===== src/hw/pwmdb_cfg.svh =====
`ifndef PWMDB_CFG_SVH
`define PWMDB_CFG_SVH
// register word addresses on the wishbone bus (byte addresses, one word each)
`define PWMDB_ADDR_DELAY     4'h0
`define PWMDB_ADDR_SHUTDOWN  4'h4
`define PWMDB_ADDR_CONTROL   4'h8
`define PWMDB_ADDR_STATUS    4'hC
// field positions
`define PWMDB_RESTART_BIT    7
`define PWMDB_STATUS_BIT     7
`define PWMDB_SRC_HI         6
`define PWMDB_SRC_LO         4
`define PWMDB_AC_HI          3
`define PWMDB_AC_LO          2
`define PWMDB_BD_HI          1
`define PWMDB_BD_LO          0
`define PWMDB_CNT_HI         6
`define PWMDB_POL_AC_BIT     0
`define PWMDB_POL_BD_BIT     1
`define PWMDB_CFG_LO         2
`define PWMDB_CFG_HI         3
// reset values
`define PWMDB_DELAY_RST      8'h00
`define PWMDB_SHUTDOWN_RST   8'h00
`define PWMDB_CONTROL_RST    8'h00
// instruction cycle is four oscillator periods; core clock equals oscillator
`define PWMDB_TCY_TOSC       4
`define PWMDB_TCY_DIV_W      2
`endif


===== src/hw/pwmdb_pkg.sv =====
package pwmdb_pkg;
   typedef enum logic [1:0] {
      PWMDB_CFG_SINGLE = 2'h0,
      PWMDB_CFG_HALF   = 2'h1,
      PWMDB_CFG_FULL_F = 2'h2,
      PWMDB_CFG_FULL_R = 2'h3
   } pwmdb_cfg_t;

   // per-pin drive: value and output enable
   typedef struct packed {
      logic [3:0] val;
      logic [3:0] oe;
   } pwmdb_pins_t;

   typedef struct packed {
      logic       cmp1;
      logic       cmp2;
      logic       pin_low;
   } pwmdb_src_t;
endpackage


===== src/hw/pwmdb_deadband.sv =====
`timescale 1ns/1ps
`include "pwmdb_cfg.svh"
module pwmdb_deadband
   import pwmdb_pkg::*;
(
   input  wire logic       core_clk,
   input  wire logic       srst,
   input  wire logic       tcy_en,
   input  wire logic       hold_clr,
   input  wire logic [6:0] delay_count,
   input  wire logic       sched_act,
   output logic            delayed_act
);
   typedef enum logic [1:0] {
      PWMDB_DB_IDLE = 2'b01,
      PWMDB_DB_WAIT = 2'b10
   } pwmdb_db_state_t;

   pwmdb_db_state_t state_ff;
   logic [6:0]      cnt_ff;
   logic            act_ff;

   assign delayed_act = act_ff;

   // inactive-to-active edges are delayed, deactivation is immediate
   always_ff @(posedge core_clk) begin
      if (srst || hold_clr) begin
         state_ff <= PWMDB_DB_IDLE;
         cnt_ff   <= 7'h00;
         act_ff   <= 1'b0;
      end else if (!sched_act) begin
         state_ff <= PWMDB_DB_IDLE;
         cnt_ff   <= 7'h00;
         act_ff   <= 1'b0;
      end else begin
         case (state_ff)
            PWMDB_DB_IDLE: begin
               if (!act_ff) begin
                  if (delay_count == 7'h00) begin
                     act_ff <= 1'b1;
                  end else begin
                     state_ff <= PWMDB_DB_WAIT;
                     cnt_ff   <= delay_count;
                  end
               end
            end
            PWMDB_DB_WAIT: begin
               // a delay longer than the active time never fires: stays low all cycle
               if (tcy_en) begin
                  if (cnt_ff == 7'h01) begin
                     act_ff   <= 1'b1;
                     state_ff <= PWMDB_DB_IDLE;
                  end
                  cnt_ff <= cnt_ff - 7'h01;
               end
            end
            default: state_ff <= PWMDB_DB_IDLE;
         endcase
      end
   end

   AST_DB_FALL_NOW: assert property (@(posedge core_clk) disable iff (srst)
      !sched_act |=> !act_ff)
      else $error("activity not dropped at once");
endmodule


===== src/hw/pwmdb_top.sv =====
`timescale 1ns/1ps
`include "pwmdb_cfg.svh"
// How it works
// - dead-band delays only the inactive-to-active transition in half-bridge mode
// - delay equals delay_count instruction cycles of four oscillator periods
// - any enhanced configuration plus selected event forces shutdown pin levels
// - three-bit source select picks comparators and pin combinations
// - low level on external shutdown pin is a shutdown event
// - shutdown levels appear on the third clock edge after the event, without waiting for period
// - pair A/C shutdown state: 00 low, 01 high, 1x high impedance
// - pair B/D shutdown state: 00 low, 01 high, 1x high impedance
// - hardware sets shutdown_status on event; outputs held while set
// - status set at period start keeps shutdown whole period
// - normal output resumes only at next period start after clear
// - restart_enable clears status automatically when cause goes away
// - without restart_enable status stays set until software clears it
// - software writes to status ignored while shutdown condition active
// - comparator sources act as levels; status holds while they persist
// - writing one to status forces shutdown without an event
// - two polarity bits choose active level for each output pair
// - power-on clears all three registers; other resets clear shutdown and control, not delay
// - half-bridge drives PWM on A and complement on B
// - delay longer than duty keeps that output inactive whole cycle
module pwmdb_top
   import pwmdb_pkg::*;
(
   input  wire logic        core_clk,
   input  wire logic        srst,
   input  wire logic        por,
   input  wire logic        wb_cyc_i,
   input  wire logic        wb_stb_i,
   input  wire logic        wb_we_i,
   input  wire logic [3:0]  wb_adr_i,
   input  wire logic [3:0]  wb_sel_i,
   input  wire logic [31:0] wb_dat_i,
   output logic [31:0]      wb_dat_o,
   output logic             wb_ack_o,
   input  wire logic        period_start,
   input  wire logic        pwm_raw,
   input  wire logic [3:0]  pwm_full_raw,
   input  wire logic        cmp1_out,
   input  wire logic        cmp2_out,
   input  wire logic        external_shutdown_pin,
   output logic [3:0]       pwm_out_val_ff,
   output logic [3:0]       pwm_out_oe_ff
);
   logic [7:0]      delay_ff;
   logic [6:0]      shut_cfg_ff;
   logic [7:0]      control_ff;
   logic            asd_wr;
   logic            asd_wdata;
   logic [7:0]      status_rd;
   logic            pin_s1_ff;
   logic            pin_s2_ff;
   logic            cmp1_s1_ff;
   logic            cmp1_s2_ff;
   logic            cmp2_s1_ff;
   logic            cmp2_s2_ff;
   logic            shutdown_status_ff;
   logic            period_hold_ff;
   logic [1:0]      tcy_div_ff;
   logic            tcy_en;
   logic            cause;
   logic            act_a;
   logic            act_b;
   logic            enhanced;
   pwmdb_src_t      src;
   pwmdb_cfg_t      cfg;
   pwmdb_pins_t     nxt_pins;
   logic [1:0]      pol;

   pwmdb_wb_regs u_regs (
      .core_clk    (core_clk),
      .srst        (srst),
      .por         (por),
      .wb_cyc_i    (wb_cyc_i),
      .wb_stb_i    (wb_stb_i),
      .wb_we_i     (wb_we_i),
      .wb_adr_i    (wb_adr_i),
      .wb_sel_i    (wb_sel_i),
      .wb_dat_i    (wb_dat_i),
      .status_rd   (status_rd),
      .wb_dat_o    (wb_dat_o),
      .wb_ack_o    (wb_ack_o),
      .delay_ff    (delay_ff),
      .shut_cfg_ff (shut_cfg_ff),
      .control_ff  (control_ff),
      .asd_wr      (asd_wr),
      .asd_wdata   (asd_wdata)
   );

   // source selection decode, used for the status path and the read-back
   function automatic logic sel_cause(input logic [2:0] sel, input pwmdb_src_t s);
      sel_cause = (sel[0] && s.cmp1) || (sel[1] && s.cmp2) || (sel[2] && s.pin_low);
   endfunction

   // pins and comparators come from outside this clock domain
   always_ff @(posedge core_clk) begin
      if (srst) begin
         pin_s1_ff  <= 1'b1;
         pin_s2_ff  <= 1'b1;
         cmp1_s1_ff <= 1'b0;
         cmp1_s2_ff <= 1'b0;
         cmp2_s1_ff <= 1'b0;
         cmp2_s2_ff <= 1'b0;
      end else begin
         pin_s1_ff  <= external_shutdown_pin;
         pin_s2_ff  <= pin_s1_ff;
         cmp1_s1_ff <= cmp1_out;
         cmp1_s2_ff <= cmp1_s1_ff;
         cmp2_s1_ff <= cmp2_out;
         cmp2_s2_ff <= cmp2_s1_ff;
      end
   end

   assign src.cmp1    = cmp1_s2_ff;
   assign src.cmp2    = cmp2_s2_ff;
   assign src.pin_low = !pin_s2_ff;
   assign cause       = sel_cause(shut_cfg_ff[6:4], src);
   assign cfg         = pwmdb_cfg_t'(control_ff[`PWMDB_CFG_HI:`PWMDB_CFG_LO]);
   assign pol         = control_ff[1:0];
   assign enhanced    = cfg != PWMDB_CFG_SINGLE;
   assign status_rd   = {shutdown_status_ff, 3'h0, period_hold_ff, cause, 2'h0};

   // instruction-cycle enable: one pulse every four core clocks
   always_ff @(posedge core_clk) begin
      if (srst) begin
         tcy_div_ff <= 2'h0;
      end else begin
         tcy_div_ff <= tcy_div_ff + 2'h1;
      end
   end
   assign tcy_en = tcy_div_ff == 2'h3;

   // set beats every clear; a write is ignored while the cause persists
   always_ff @(posedge core_clk) begin
      if (srst) begin
         shutdown_status_ff <= 1'b0;
      end else if (cause && enhanced) begin
         shutdown_status_ff <= 1'b1;
      end else if (asd_wr && !cause) begin
         shutdown_status_ff <= asd_wdata;
      end else if (delay_ff[`PWMDB_RESTART_BIT] && !cause) begin
         shutdown_status_ff <= 1'b0;
      end
   end

   // hold remains until a period boundary sees the status clear
   always_ff @(posedge core_clk) begin
      if (srst) begin
         period_hold_ff <= 1'b0;
      end else if (shutdown_status_ff || (cause && enhanced)) begin
         period_hold_ff <= 1'b1;
      end else if (period_start) begin
         period_hold_ff <= 1'b0;
      end
   end

   pwmdb_deadband u_db_a (
      .core_clk    (core_clk),
      .srst        (srst),
      .tcy_en      (tcy_en),
      .hold_clr    (period_hold_ff),
      .delay_count (delay_ff[`PWMDB_CNT_HI:0]),
      .sched_act   (pwm_raw),
      .delayed_act (act_a)
   );

   pwmdb_deadband u_db_b (
      .core_clk    (core_clk),
      .srst        (srst),
      .tcy_en      (tcy_en),
      .hold_clr    (period_hold_ff),
      .delay_count (delay_ff[`PWMDB_CNT_HI:0]),
      .sched_act   (!pwm_raw),
      .delayed_act (act_b)
   );

   // outputs pass through one flop; shutdown is applied on the very next edge
   // from the synchronised event, the closest a single-clock design gets to async
   always_comb begin
      logic [3:0] active;
      active   = 4'h0;
      nxt_pins = '0;
      case (cfg)
         PWMDB_CFG_HALF: active = {1'b0, 1'b0, act_b, act_a};
         default:        active = (cfg == PWMDB_CFG_SINGLE) ? {3'h0, pwm_raw} : pwm_full_raw;
      endcase
      nxt_pins.oe  = 4'hF;
      // a set polarity bit makes that pair active low
      nxt_pins.val = active ^ {pol[1], pol[0], pol[1], pol[0]};
      if (enhanced && (period_hold_ff || shutdown_status_ff || cause)) begin
         nxt_pins.val = {shut_cfg_ff[`PWMDB_BD_LO], shut_cfg_ff[`PWMDB_AC_LO],
                         shut_cfg_ff[`PWMDB_BD_LO], shut_cfg_ff[`PWMDB_AC_LO]};
         nxt_pins.oe  = {!shut_cfg_ff[`PWMDB_BD_HI], !shut_cfg_ff[`PWMDB_AC_HI],
                         !shut_cfg_ff[`PWMDB_BD_HI], !shut_cfg_ff[`PWMDB_AC_HI]};
      end
   end

   always_ff @(posedge core_clk) begin
      if (srst) begin
         pwm_out_val_ff <= 4'h0;
         pwm_out_oe_ff  <= 4'h0;
      end else begin
         pwm_out_val_ff <= nxt_pins.val;
         pwm_out_oe_ff  <= nxt_pins.oe;
      end
   end

   AST_SET_ON_CAUSE: assert property (@(posedge core_clk) disable iff (srst)
      (cause && enhanced) |=> shutdown_status_ff)
      else $error("status not set by event");
   AST_HOLD_LEVELS: assert property (@(posedge core_clk) disable iff (srst)
      (enhanced && shutdown_status_ff && !shut_cfg_ff[3] && $stable(shut_cfg_ff))
      |=> pwm_out_oe_ff[0] && pwm_out_val_ff[0] == shut_cfg_ff[2])
      else $error("A pin not at shutdown level");
   AST_TRISTATE_BD: assert property (@(posedge core_clk) disable iff (srst)
      (enhanced && shutdown_status_ff && shut_cfg_ff[1] && $stable(shut_cfg_ff))
      |=> !pwm_out_oe_ff[1] && !pwm_out_oe_ff[3])
      else $error("B/D not released in shutdown");
   AST_WRITE_BLOCKED: assert property (@(posedge core_clk) disable iff (srst)
      (cause && asd_wr && shutdown_status_ff) |=> shutdown_status_ff)
      else $error("status cleared while cause active");
   AST_NO_MIDPERIOD: assert property (@(posedge core_clk) disable iff (srst)
      (period_hold_ff && !period_start) |=> period_hold_ff)
      else $error("output resumed mid period");
   AST_AUTO_RESTART: assert property (@(posedge core_clk) disable iff (srst)
      (shutdown_status_ff && !cause && delay_ff[7] && !asd_wr) |=> !shutdown_status_ff)
      else $error("auto restart missing");
   AST_STICKY: assert property (@(posedge core_clk) disable iff (srst)
      (shutdown_status_ff && !delay_ff[7] && !asd_wr) |=> shutdown_status_ff)
      else $error("status cleared without software");
   AST_FORCE: assert property (@(posedge core_clk) disable iff (srst)
      (asd_wr && asd_wdata) |=> shutdown_status_ff)
      else $error("forced shutdown ignored");
   AST_PIN_LOW: assert property (@(posedge core_clk) disable iff (srst)
      (enhanced && shut_cfg_ff[6] && !external_shutdown_pin)[*3] |=> shutdown_status_ff)
      else $error("pin low did not shut down");

   COV_SHUTDOWN: cover property (@(posedge core_clk) $rose(shutdown_status_ff));
   COV_RESTART: cover property (@(posedge core_clk) $fell(period_hold_ff));
   COV_DB_FIRE: cover property (@(posedge core_clk) $rose(act_a) && delay_ff[6:0] != 7'h00);
endmodule


===== src/hw/pwmdb_wb_regs.sv =====
`timescale 1ns/1ps
`include "pwmdb_cfg.svh"
module pwmdb_wb_regs
   import pwmdb_pkg::*;
(
   input  wire logic        core_clk,
   input  wire logic        srst,
   input  wire logic        por,
   input  wire logic        wb_cyc_i,
   input  wire logic        wb_stb_i,
   input  wire logic        wb_we_i,
   input  wire logic [3:0]  wb_adr_i,
   input  wire logic [3:0]  wb_sel_i,
   input  wire logic [31:0] wb_dat_i,
   input  wire logic [7:0]  status_rd,
   output logic [31:0]      wb_dat_o,
   output logic             wb_ack_o,
   output logic [7:0]       delay_ff,
   output logic [6:0]       shut_cfg_ff,
   output logic [7:0]       control_ff,
   output logic             asd_wr,
   output logic             asd_wdata
);
   logic req;
   logic wr_lane0;

   assign req      = wb_cyc_i && wb_stb_i && !wb_ack_o;
   assign wr_lane0 = req && wb_we_i && wb_sel_i[0];

   always_ff @(posedge core_clk) begin
      if (srst) begin
         wb_ack_o <= 1'b0;
      end else begin
         wb_ack_o <= req;
      end
   end

   // the delay register survives every reset except power-on
   always_ff @(posedge core_clk) begin
      if (por) begin
         delay_ff <= `PWMDB_DELAY_RST;
      end else if (wr_lane0 && wb_adr_i == `PWMDB_ADDR_DELAY) begin
         delay_ff <= wb_dat_i[7:0];
      end
   end

   always_ff @(posedge core_clk) begin
      if (srst || por) begin
         shut_cfg_ff <= 7'h00;
         control_ff  <= `PWMDB_CONTROL_RST;
      end else if (wr_lane0 && wb_adr_i == `PWMDB_ADDR_SHUTDOWN) begin
         shut_cfg_ff <= wb_dat_i[6:0];
      end else if (wr_lane0 && wb_adr_i == `PWMDB_ADDR_CONTROL) begin
         control_ff <= wb_dat_i[7:0];
      end
   end

   always_comb begin
      asd_wr    = wr_lane0 && wb_adr_i == `PWMDB_ADDR_SHUTDOWN;
      asd_wdata = wb_dat_i[`PWMDB_STATUS_BIT];
   end

   // unmapped addresses ack with zero data
   always_ff @(posedge core_clk) begin
      if (srst) begin
         wb_dat_o <= 32'h0000_0000;
      end else if (req && !wb_we_i) begin
         case (wb_adr_i)
            `PWMDB_ADDR_DELAY:    wb_dat_o <= {24'h000000, delay_ff};
            `PWMDB_ADDR_SHUTDOWN: wb_dat_o <= {24'h000000, status_rd[7], shut_cfg_ff};
            `PWMDB_ADDR_CONTROL:  wb_dat_o <= {24'h000000, control_ff};
            `PWMDB_ADDR_STATUS:   wb_dat_o <= {24'h000000, status_rd};
            default:              wb_dat_o <= 32'h0000_0000;
         endcase
      end
   end
endmodule


===== config.mk =====
export PLATFORM = sky130hd
export DESIGN_NAME = pwmdb_top
export DESIGN_NICKNAME = d
export VERILOG_FILES = /design/src/hw/pwmdb_pkg.sv /design/src/hw/pwmdb_deadband.sv /design/src/hw/pwmdb_top.sv /design/src/hw/pwmdb_wb_regs.sv
export VERILOG_INCLUDE_DIRS = /design/src /design/src/hw
export SDC_FILE = /design/constraint.sdc
export NUM_CORES = 1
export LEC_CHECK = 0
export ABC_AREA = 1
export BUFFER_PORTS_ARGS = -buffer_cell sky130_fd_sc_hd__buf_2
export CAP_MARGIN = 40
export CORE_ASPECT_RATIO = 1.75
export CORE_MARGIN = 2
export CORE_UTILIZATION = 48
export DETAILED_ROUTE_END_ITERATION = 6
export PLACE_DENSITY = 0.79
export SLEW_MARGIN = 20
export SYNTH_ARGS = -nofsm -noshare
export SYNTH_HDL_FRONTEND = slang
export SYNTH_SLANG_ARGS = --single-unit

===== constraint.sdc =====
create_clock -name core_clk -period 1.35 [get_ports core_clk]
set_clock_uncertainty 0.1 [all_clocks]
set_input_delay 0.27 -clock core_clk [delete_from_list [all_inputs] [get_ports core_clk]]
set_output_delay 0.27 -clock core_clk [all_outputs]
set_load 0.05 [all_outputs]

==> reports/metrics.yaml, run 1 <==
global_route:
  track_usage: 0.236
  grt_overflow: 0
  antenna_found_initial: 0
  grt_max_degree: 15
  grt_pass1_vias: 3629
  grt_pass1_wl_um: 15400
run:
  maxCapViolations: 0
yosys:
  synth_top_family_by_area: "simple AND/OR/NAND/NOR gates"
  yosysWarnings: 0
  synth_edf_count: 0
  synth_seq_cells: 68
  netlist_area_sq_um: 3590
  seq_area_frac_synth: 0.379
  yosys.area.top_type: "dfxtp_1"
  syn_avg_cell_area_sq_um: 7.00
  synth_cell_type_count: 35
  synth_top_area_share: 0.379
  async_flop_share: 0
  synth_xor_area_frac: 0.0122
  muxShareOfSynthArea: 0
  synthAdderAreaFrac: 0.0174
  synthFlopType: "dfxtp_1"
  syn_inst: 513
  synth_compound_area_frac: 0.133
  synth-simple-area-share: 0.310
  synthTopCellsByArea: "dfxtp_1, nand2_1, nor2_1, inv_1, buf_4"
floorplanning:
  dieArea_sq_um: 8220
  num_rows: 41
  die_h_um: 118
  die_w_um: 69.4
  io_pins: 96
  start_util: 0.497
  core-area_sq_um: 7230
detailed_routing:
  viasPerCell: 5.41
  antenna_left: 0
  wl_per_cell_um: 15.9
  drt-pass1-iter-count: 5
  drt_iter0_markers: 337
  vias: 3863
  route.detailed.drc: 0
  wl_um: 11300
setup_path:
  critical_path.max_fanout: 4
  crit_start: "u_db_b.state_ff[1]$_SDFFE_PP0P_"
  path_cells: "inv_2 -> nor2_4 -> clkinvlp_4 -> buf_6 -> a21oi_2 -> o21ai_1 -> nand2_1 -> nor2_1 -> nor2_1"
  crit_buf_inv: 3
  critPathKind: "reg -> reg"
  rr_worst_depth: 9
  worstPathRequired_ns: 1.52
  startpoint_type: "flop"
  end_kind: "flop"
  r2r_setup_slack_ns: -0.17
  cp-endpoint: "u_db_b.cnt_ff[4]$_SDFFE_PP0P_"
  critPathTopFamily: "buffers and inverters"
  cp_slowest_cell: "dfxtp_2"
  critPathMaxStageDelay_ns: 0.35
  critPathArrivalTime_ns: 1.69
  cp.depth: 9
  reg2reg_to: "u_db_b.cnt_ff[4]$_SDFFE_PP0P_"
  cp_common_cell: "nor2_1"
  rr_startpoint: "u_db_b.state_ff[1]$_SDFFE_PP0P_"
status:
  violations: "setup timing"
  status: "finished, violations left"
timing:
  min_period_over_period: 1.12
  fin_hold_ws_ns: 0.0168
  setup_ws_ns: -0.166
  finalCriticalPeriod_ns: 1.52
  hold_violations: 0
  max_freq_mhz: 659
  final-setup-viol-count: 34
  rsz0062_at_grt: "true"
  maxSlewViolCount: 0
final_layout:
  area.growth.synth_to_final_pct: 41.6
  drive_gt1_frac: 0.438
  final_nets: 684
  antenna_cells: 0
  fillers: 487
  final_util: 0.703
power:
  p_leak_nw: 2.31
  p_per_area_nw_per_um2: 966
  peakVddDrop_mv: 1.03
placed_design:
  hpwl_um: 6890
  globalplace.congestion: 0.897
  port_buffers: 44
clock_network:
  clk_path_buf_depth: 2
  cts_buffers: 9
  clockRootBuffer: "clkbuf_16"
  cts_tree: "done"
  h-tree-depth: 3
  clk-insertion-delay-late_ns: 0.34
  cts.clk_slew.worst_paths_ns: 0.05
  clock-sinks: 68
min_path:
  hp-start: "external_shutdown_pin"
  hold_path.class: "in -> reg"
==> flip-flops by register name, indices dropped and copies added, names as in the netlist <==
name,cells
cmp1_s1_ff,1
u_db_b.cnt_ff,7
u_regs.delay_ff,8
u_db_a.delayed_act,1
pwm_out_val_ff,4
u_db_a.state_ff,2
u_regs.wb_ack_o,1
pwm_out_oe_ff,2
period_hold_ff,1
shutdown_status_ff,1
u_regs.shut_cfg_ff,7
pin_s2_ff,1
pin_s1_ff,1
cmp2_s2_ff,1
tcy_div_ff,2
u_regs.control_ff,8
u_db_a.cnt_ff,7
u_db_b.state_ff,2
u_regs.wb_dat_o,8
cmp2_s1_ff,1
cmp1_s2_ff,1
u_db_b.delayed_act,1
==> synthesized netlist by cell type, types with 4 or more instances <==
cell,instances
inv_1,55
nand2_2,5
o21ai_0,32
buf_4,27
a21oi_1,32
inv_2,7
nor2_1,70
nand2_1,122
xor2_1,4
buf_6,6
nor2_4,4
a211oi_2,7
dfxtp_1,68
nand3_1,35
ha_1,5
nand4_1,6
==> metal layers <==
| metal | vias up | routed length, um | global-route usage | share of wire |
|---|---|---|---|---|
| met5 | - | 0 | 0 | 0 |
| met4 | 0 | 772 | 0.174 | 0.068 |
| met3 | 73 | 651 | 0.0597 | 0.057 |
| met2 | 175 | 6240 | 0.442 | 0.55 |
| met1 | 1810 | 3670 | 0.210 | 0.32 |
| li1 | 1805 | - | - | - |
==> cells by family (layout without fill, tap and decap cells) <==
family                   Yosys count  after routing
buffers and inverters            101            190
adder cells (fa/ha/maj)            5              5
flip-flops                        68             68
AO/OA/AOI/OAI                     80             80
AND/OR/NAND/NOR                  253            256
XOR/XNOR                           5              5
other                              1             24
==> cell usage in the layout, fill, tap and decap left out, types with 2 or more instances in the layout <==
cell type | netlist | final
a211oi_2 | 7 | 7
o21ai_4 | 1 | 3
nand4_1 | 6 | 6
dfxtp_1 | 68 | 55
o21ai_0 | 32 | 10
ha_4 | 0 | 4
buf_4 | 27 | 56
inv_1 | 55 | 38
clkbuf_8 | 0 | 4
nand3_1 | 35 | 26
xor2_1 | 4 | 4
a21oi_2 | 0 | 11
nor2_2 | 2 | 10
inv_2 | 7 | 21
or2_2 | 2 | 2
clkbuf_16 | 0 | 9
nand2_1 | 122 | 99
nand3_2 | 2 | 9
buf_2 | 2 | 44
a21oi_1 | 32 | 21
conb_1 | 1 | 24
nand3_4 | 1 | 4
nand3b_1 | 2 | 2
dfxtp_2 | 0 | 12
o21ai_2 | 2 | 14
nand2_4 | 1 | 8
nor2_4 | 4 | 14
buf_6 | 6 | 11
nand2_8 | 0 | 3
nor2_1 | 70 | 52
nand2_2 | 5 | 20
o21ai_1 | 3 | 11
==> through the flow <==
| stage | power [mW] | setup WS (ns) | std cells | cell area, sq um | setup TNS, ns |
|---|---|---|---|---|---|
| detailed placement | 2.59 | -0.144 | 678 | 4110 | -3.10 |
| global placement | 2.58 | -0.112 | 678 | 4110 | -1.77 |
| global route | 5.05 | -0.243 | 714 | 5090 | -4.89 |
| CTS | 4.84 | -0.0417 | 698 | 4560 | -0.394 |
| finish | 4.91 | -0.166 | 714 | 5090 | -2.07 |
| floorplan | 2.49 | -0.0758 | 536 | 3690 | -1.95 |
==> what timing repair did <==
item / 4_1_cts / 5_1_grt
gates cloned: 1 / 2
buffers inserted: 4 / 15
pin swaps: 6 / 52
hold buffers: 0 / 0
hold endpoints to repair: 0 / 0
endpoints found under the setup margin: 51 / 57
gates resized for setup: 36 / 130
==> report_power, final <==
part / total [mW] / switching [mW] / internal [mW]
registers: 2.06 / 0.0164 / 2.04
clock network: 2.26 / 0.832 / 1.43
logic: 0.594 / 0.424 / 0.171
==> worst min-delay path by stage <==
| stage | slack, ns | end | cells past startpoint |
|---|---|---|---|
| after global placement | 0.29 | cmp1_s2_ff$_SDFF_PP0_ | 2 |
| after floorplan | 0.27 | pin_s1_ff$_SDFF_PP1_ | 1 |
| after detailed placement | 0.30 | pin_s2_ff$_SDFF_PP1_ | 1 |
| final | 0.02 | pin_s1_ff$_SDFF_PP1_ | 2 |
| after global routing | 0.02 | pin_s1_ff$_SDFF_PP1_ | 2 |
| after CTS | 0.02 | pin_s1_ff$_SDFF_PP1_ | 2 |
==> area by class of cell <==
class | instances | area, sq um | share of cell area
Clock inverter | 1 | 5.00 | 0.000984
Tap cell | 86 | 108 | 0.0212
Multi-Input combinational cell | 370 | 2270 | 0.446
Sequential cell | 68 | 1380 | 0.271
Inverter | 63 | 258 | 0.0507
Clock buffer | 14 | 284 | 0.0558
Timing Repair Buffer | 112 | 785 | 0.154
Note: power is estimated with default switching activity, not from simulation.
==> run 2, diff against run 1 <==
REMOVE_ABC_BUFFERS = 1   (was not set)
==> run 2 against run 1 <==
  * The flow still finishes with violations (setup timing)
  * Register-to-register slack better by 0.09 ns
  * Non-clock buffer count is 6 lower
  * Total power is 2.9% lower
  * Wire length is 7.7% lower
  * Hold slack better by 0.0024 ns
  * Sequential share of layout area is 1.1 points higher
  * Count of clock-buffer cells in the layout is 1 lower
  * Maximum frequency is 6.6% higher
  * Sequential power hardly changed
  * Combinational power is 4.9% lower
  * Cell count is 0.98% lower
  * Largest power group unchanged
==> reports/metrics.yaml, run 2 (synthesized netlist as in run 1, its figures left out) <==
floorplanning:
  io_pins: 96
  die_w_um: 69.4
  core-area_sq_um: 7230
  num_rows: 41
  dieArea_sq_um: 8220
  start_util: 0.497
  die_h_um: 118
setup_path:
  reg2reg_to: "u_db_b.cnt_ff[6]$_SDFFE_PP0P_"
  r2r_setup_slack_ns: -0.07
  worstPathRequired_ns: 1.52
  critPathKind: "reg -> reg"
  startpoint_type: "flop"
  end_kind: "flop"
  critPathArrivalTime_ns: 1.59
  crit_start: "u_db_b.state_ff[1]$_SDFFE_PP0P_"
  critical_path.max_fanout: 5
  cp-endpoint: "u_db_b.cnt_ff[6]$_SDFFE_PP0P_"
  rr_worst_depth: 8
  rr_startpoint: "u_db_b.state_ff[1]$_SDFFE_PP0P_"
global_route:
  grt_pass1_wl_um: 15100
  grt_pass1_vias: 3471
  antenna_found_initial: 0
  grt_max_degree: 15
  track_usage: 0.233
  grt_overflow: 0
detailed_routing:
  drt_iter0_markers: 211
  viasPerCell: 5.23
  wl_per_cell_um: 14.8
  wl_um: 10500
  drt-pass1-iter-count: 5
  route.detailed.drc: 0
  vias: 3695
  antenna_left: 0
clock_network:
  clk_path_buf_depth: 2
  clockRootBuffer: "clkbuf_16"
  cts_tree: "done"
  clock-sinks: 68
  cts.clk_slew.worst_paths_ns: 0.05
  cts_buffers: 9
  h-tree-depth: 3
  clk-insertion-delay-late_ns: 0.34
final_layout:
  final_util: 0.672
  largest_registers: "u_regs.control_ff x8, u_regs.delay_ff x8, u_regs.wb_dat_o x8"
  antenna_cells: 0
  area.growth.synth_to_final_pct: 35.4
  layout_commonest_cell: "nand2_1"
  design_area_sq_um: 4860
  final_cell_mix: "nand2_1, dfxtp_1, nor2_1, buf_4, buf_2"
  final-seq-area_sq_um: 1370
  final_nets: 677
  multi_input_area_sq_um: 2140
  fillers: 553
  finalNonFillerCells: 707
  drive_gt1_frac: 0.396
placed_design:
  dpl_cell_area_sq_um: 4110
  hpwl_um: 6910
  globalplace.congestion: 0.912
  port_buffers: 44
  dp.cells: 680
power:
  combPwrFrac: 0.118
  p_leak_nw: 2.21
  seq_power_share: 0.431
  peakVddDrop_mv: 0.940
  intPower_mw: 3.53
  switching_share: 0.261
  switching_power_mw: 1.24
  p_clk_frac: 0.451
  p_per_area_nw_per_um2: 981
timing:
  max_freq_mhz: 703
  fin_tns_setup_ns: -0.468
  rsz0062_at_grt: "true"
  fin_hold_ws_ns: 0.0192
  hold_violations: 0
  min_period_over_period: 1.05
  setup_ws_ns: -0.0719
  final-setup-viol-count: 19
  finalCriticalPeriod_ns: 1.42
  maxSlewViolCount: 0
min_path:
  hold_path.class: "in -> reg"
status:
  status: "finished, violations left"
  violations: "setup timing"
run:
  maxCapViolations: 0
run 2: cell types whose count changed in the layout (fill, tap and decap cells not counted), sizes merged:
cell and delta:
buf -6, inv +1, nand2 -1, clkbuf -1
run 2: how the worst min path moves through the flow:
stage,from,endpoint,cells past startpoint
global route,external_shutdown_pin,pin_s1_ff$_SDFF_PP1_,2
finish,external_shutdown_pin,pin_s1_ff$_SDFF_PP1_,2
CTS,external_shutdown_pin,pin_s1_ff$_SDFF_PP1_,2
detailed placement,pin_s1_ff$_SDFF_PP1_,pin_s2_ff$_SDFF_PP1_,1
global placement,pin_s1_ff$_SDFF_PP1_,pin_s2_ff$_SDFF_PP1_,1
floorplan,srst,tcy_div_ff[0]$_SDFF_PP0_,1
run 2: metal layers:
layer / up-vias / part of all wire / track usage
li1: 1799 / - / -
met1: 1704 / 0.34 / 0.217
met2: 138 / 0.56 / 0.422
met3: 54 / 0.042 / 0.0460
met4: 0 / 0.061 / 0.197
met5: - / 0 / 0
run 2: what timing repair did:
item | 4_1_cts | 5_1_grt
endpoints found under the setup margin | 35 | 54
gates resized for setup | 43 | 101
gates cloned | 1 | 1
hold buffers | 0 | 0
buffers inserted | 3 | 7
pin swaps | 4 | 43
run 2: layout make-up:
class / count / area share
well taps: 86 / 0.0221
clock inverters: 2 / 0.00206
clock buffers: 13 / 0.0535
repair buffers: 106 / 0.149
inverters: 63 / 0.0520
flip-flops and latches: 68 / 0.282
multi-input cells: 369 / 0.439
run 2: power by group through the flow:
stage | clock network, mW | registers (mW) | logic [mW]
CTS | 2.18 | 2.05 | 0.511
global placement | 0 | 2.09 | 0.478
global route | 2.27 | 2.06 | 0.601
finish | 2.15 | 2.06 | 0.565
floorplan | 0 | 2.13 | 0.284
detailed placement | 0 | 2.09 | 0.488
run 2: worst max-delay path, stage by stage (launching register included):
cell        delay (ns)
dfxtp_2           0.34
inv_2             0.05
nor2_4            0.16
clkinvlp_4        0.18
buf_6             0.18
buf_6             0.13
nand2_4           0.06
a21oi_2           0.05
nor2_1            0.11
run 2: metrics by stage:
step / setup WS, ns / power [mW]
6_report: -0.0719 / 4.77
5_1_grt: -0.140 / 4.93
4_1_cts: -0.0668 / 4.75
3_5_place_dp: -0.160 / 2.58
3_3_place_gp: -0.132 / 2.57
2_1_floorplan: -0.315 / 2.41
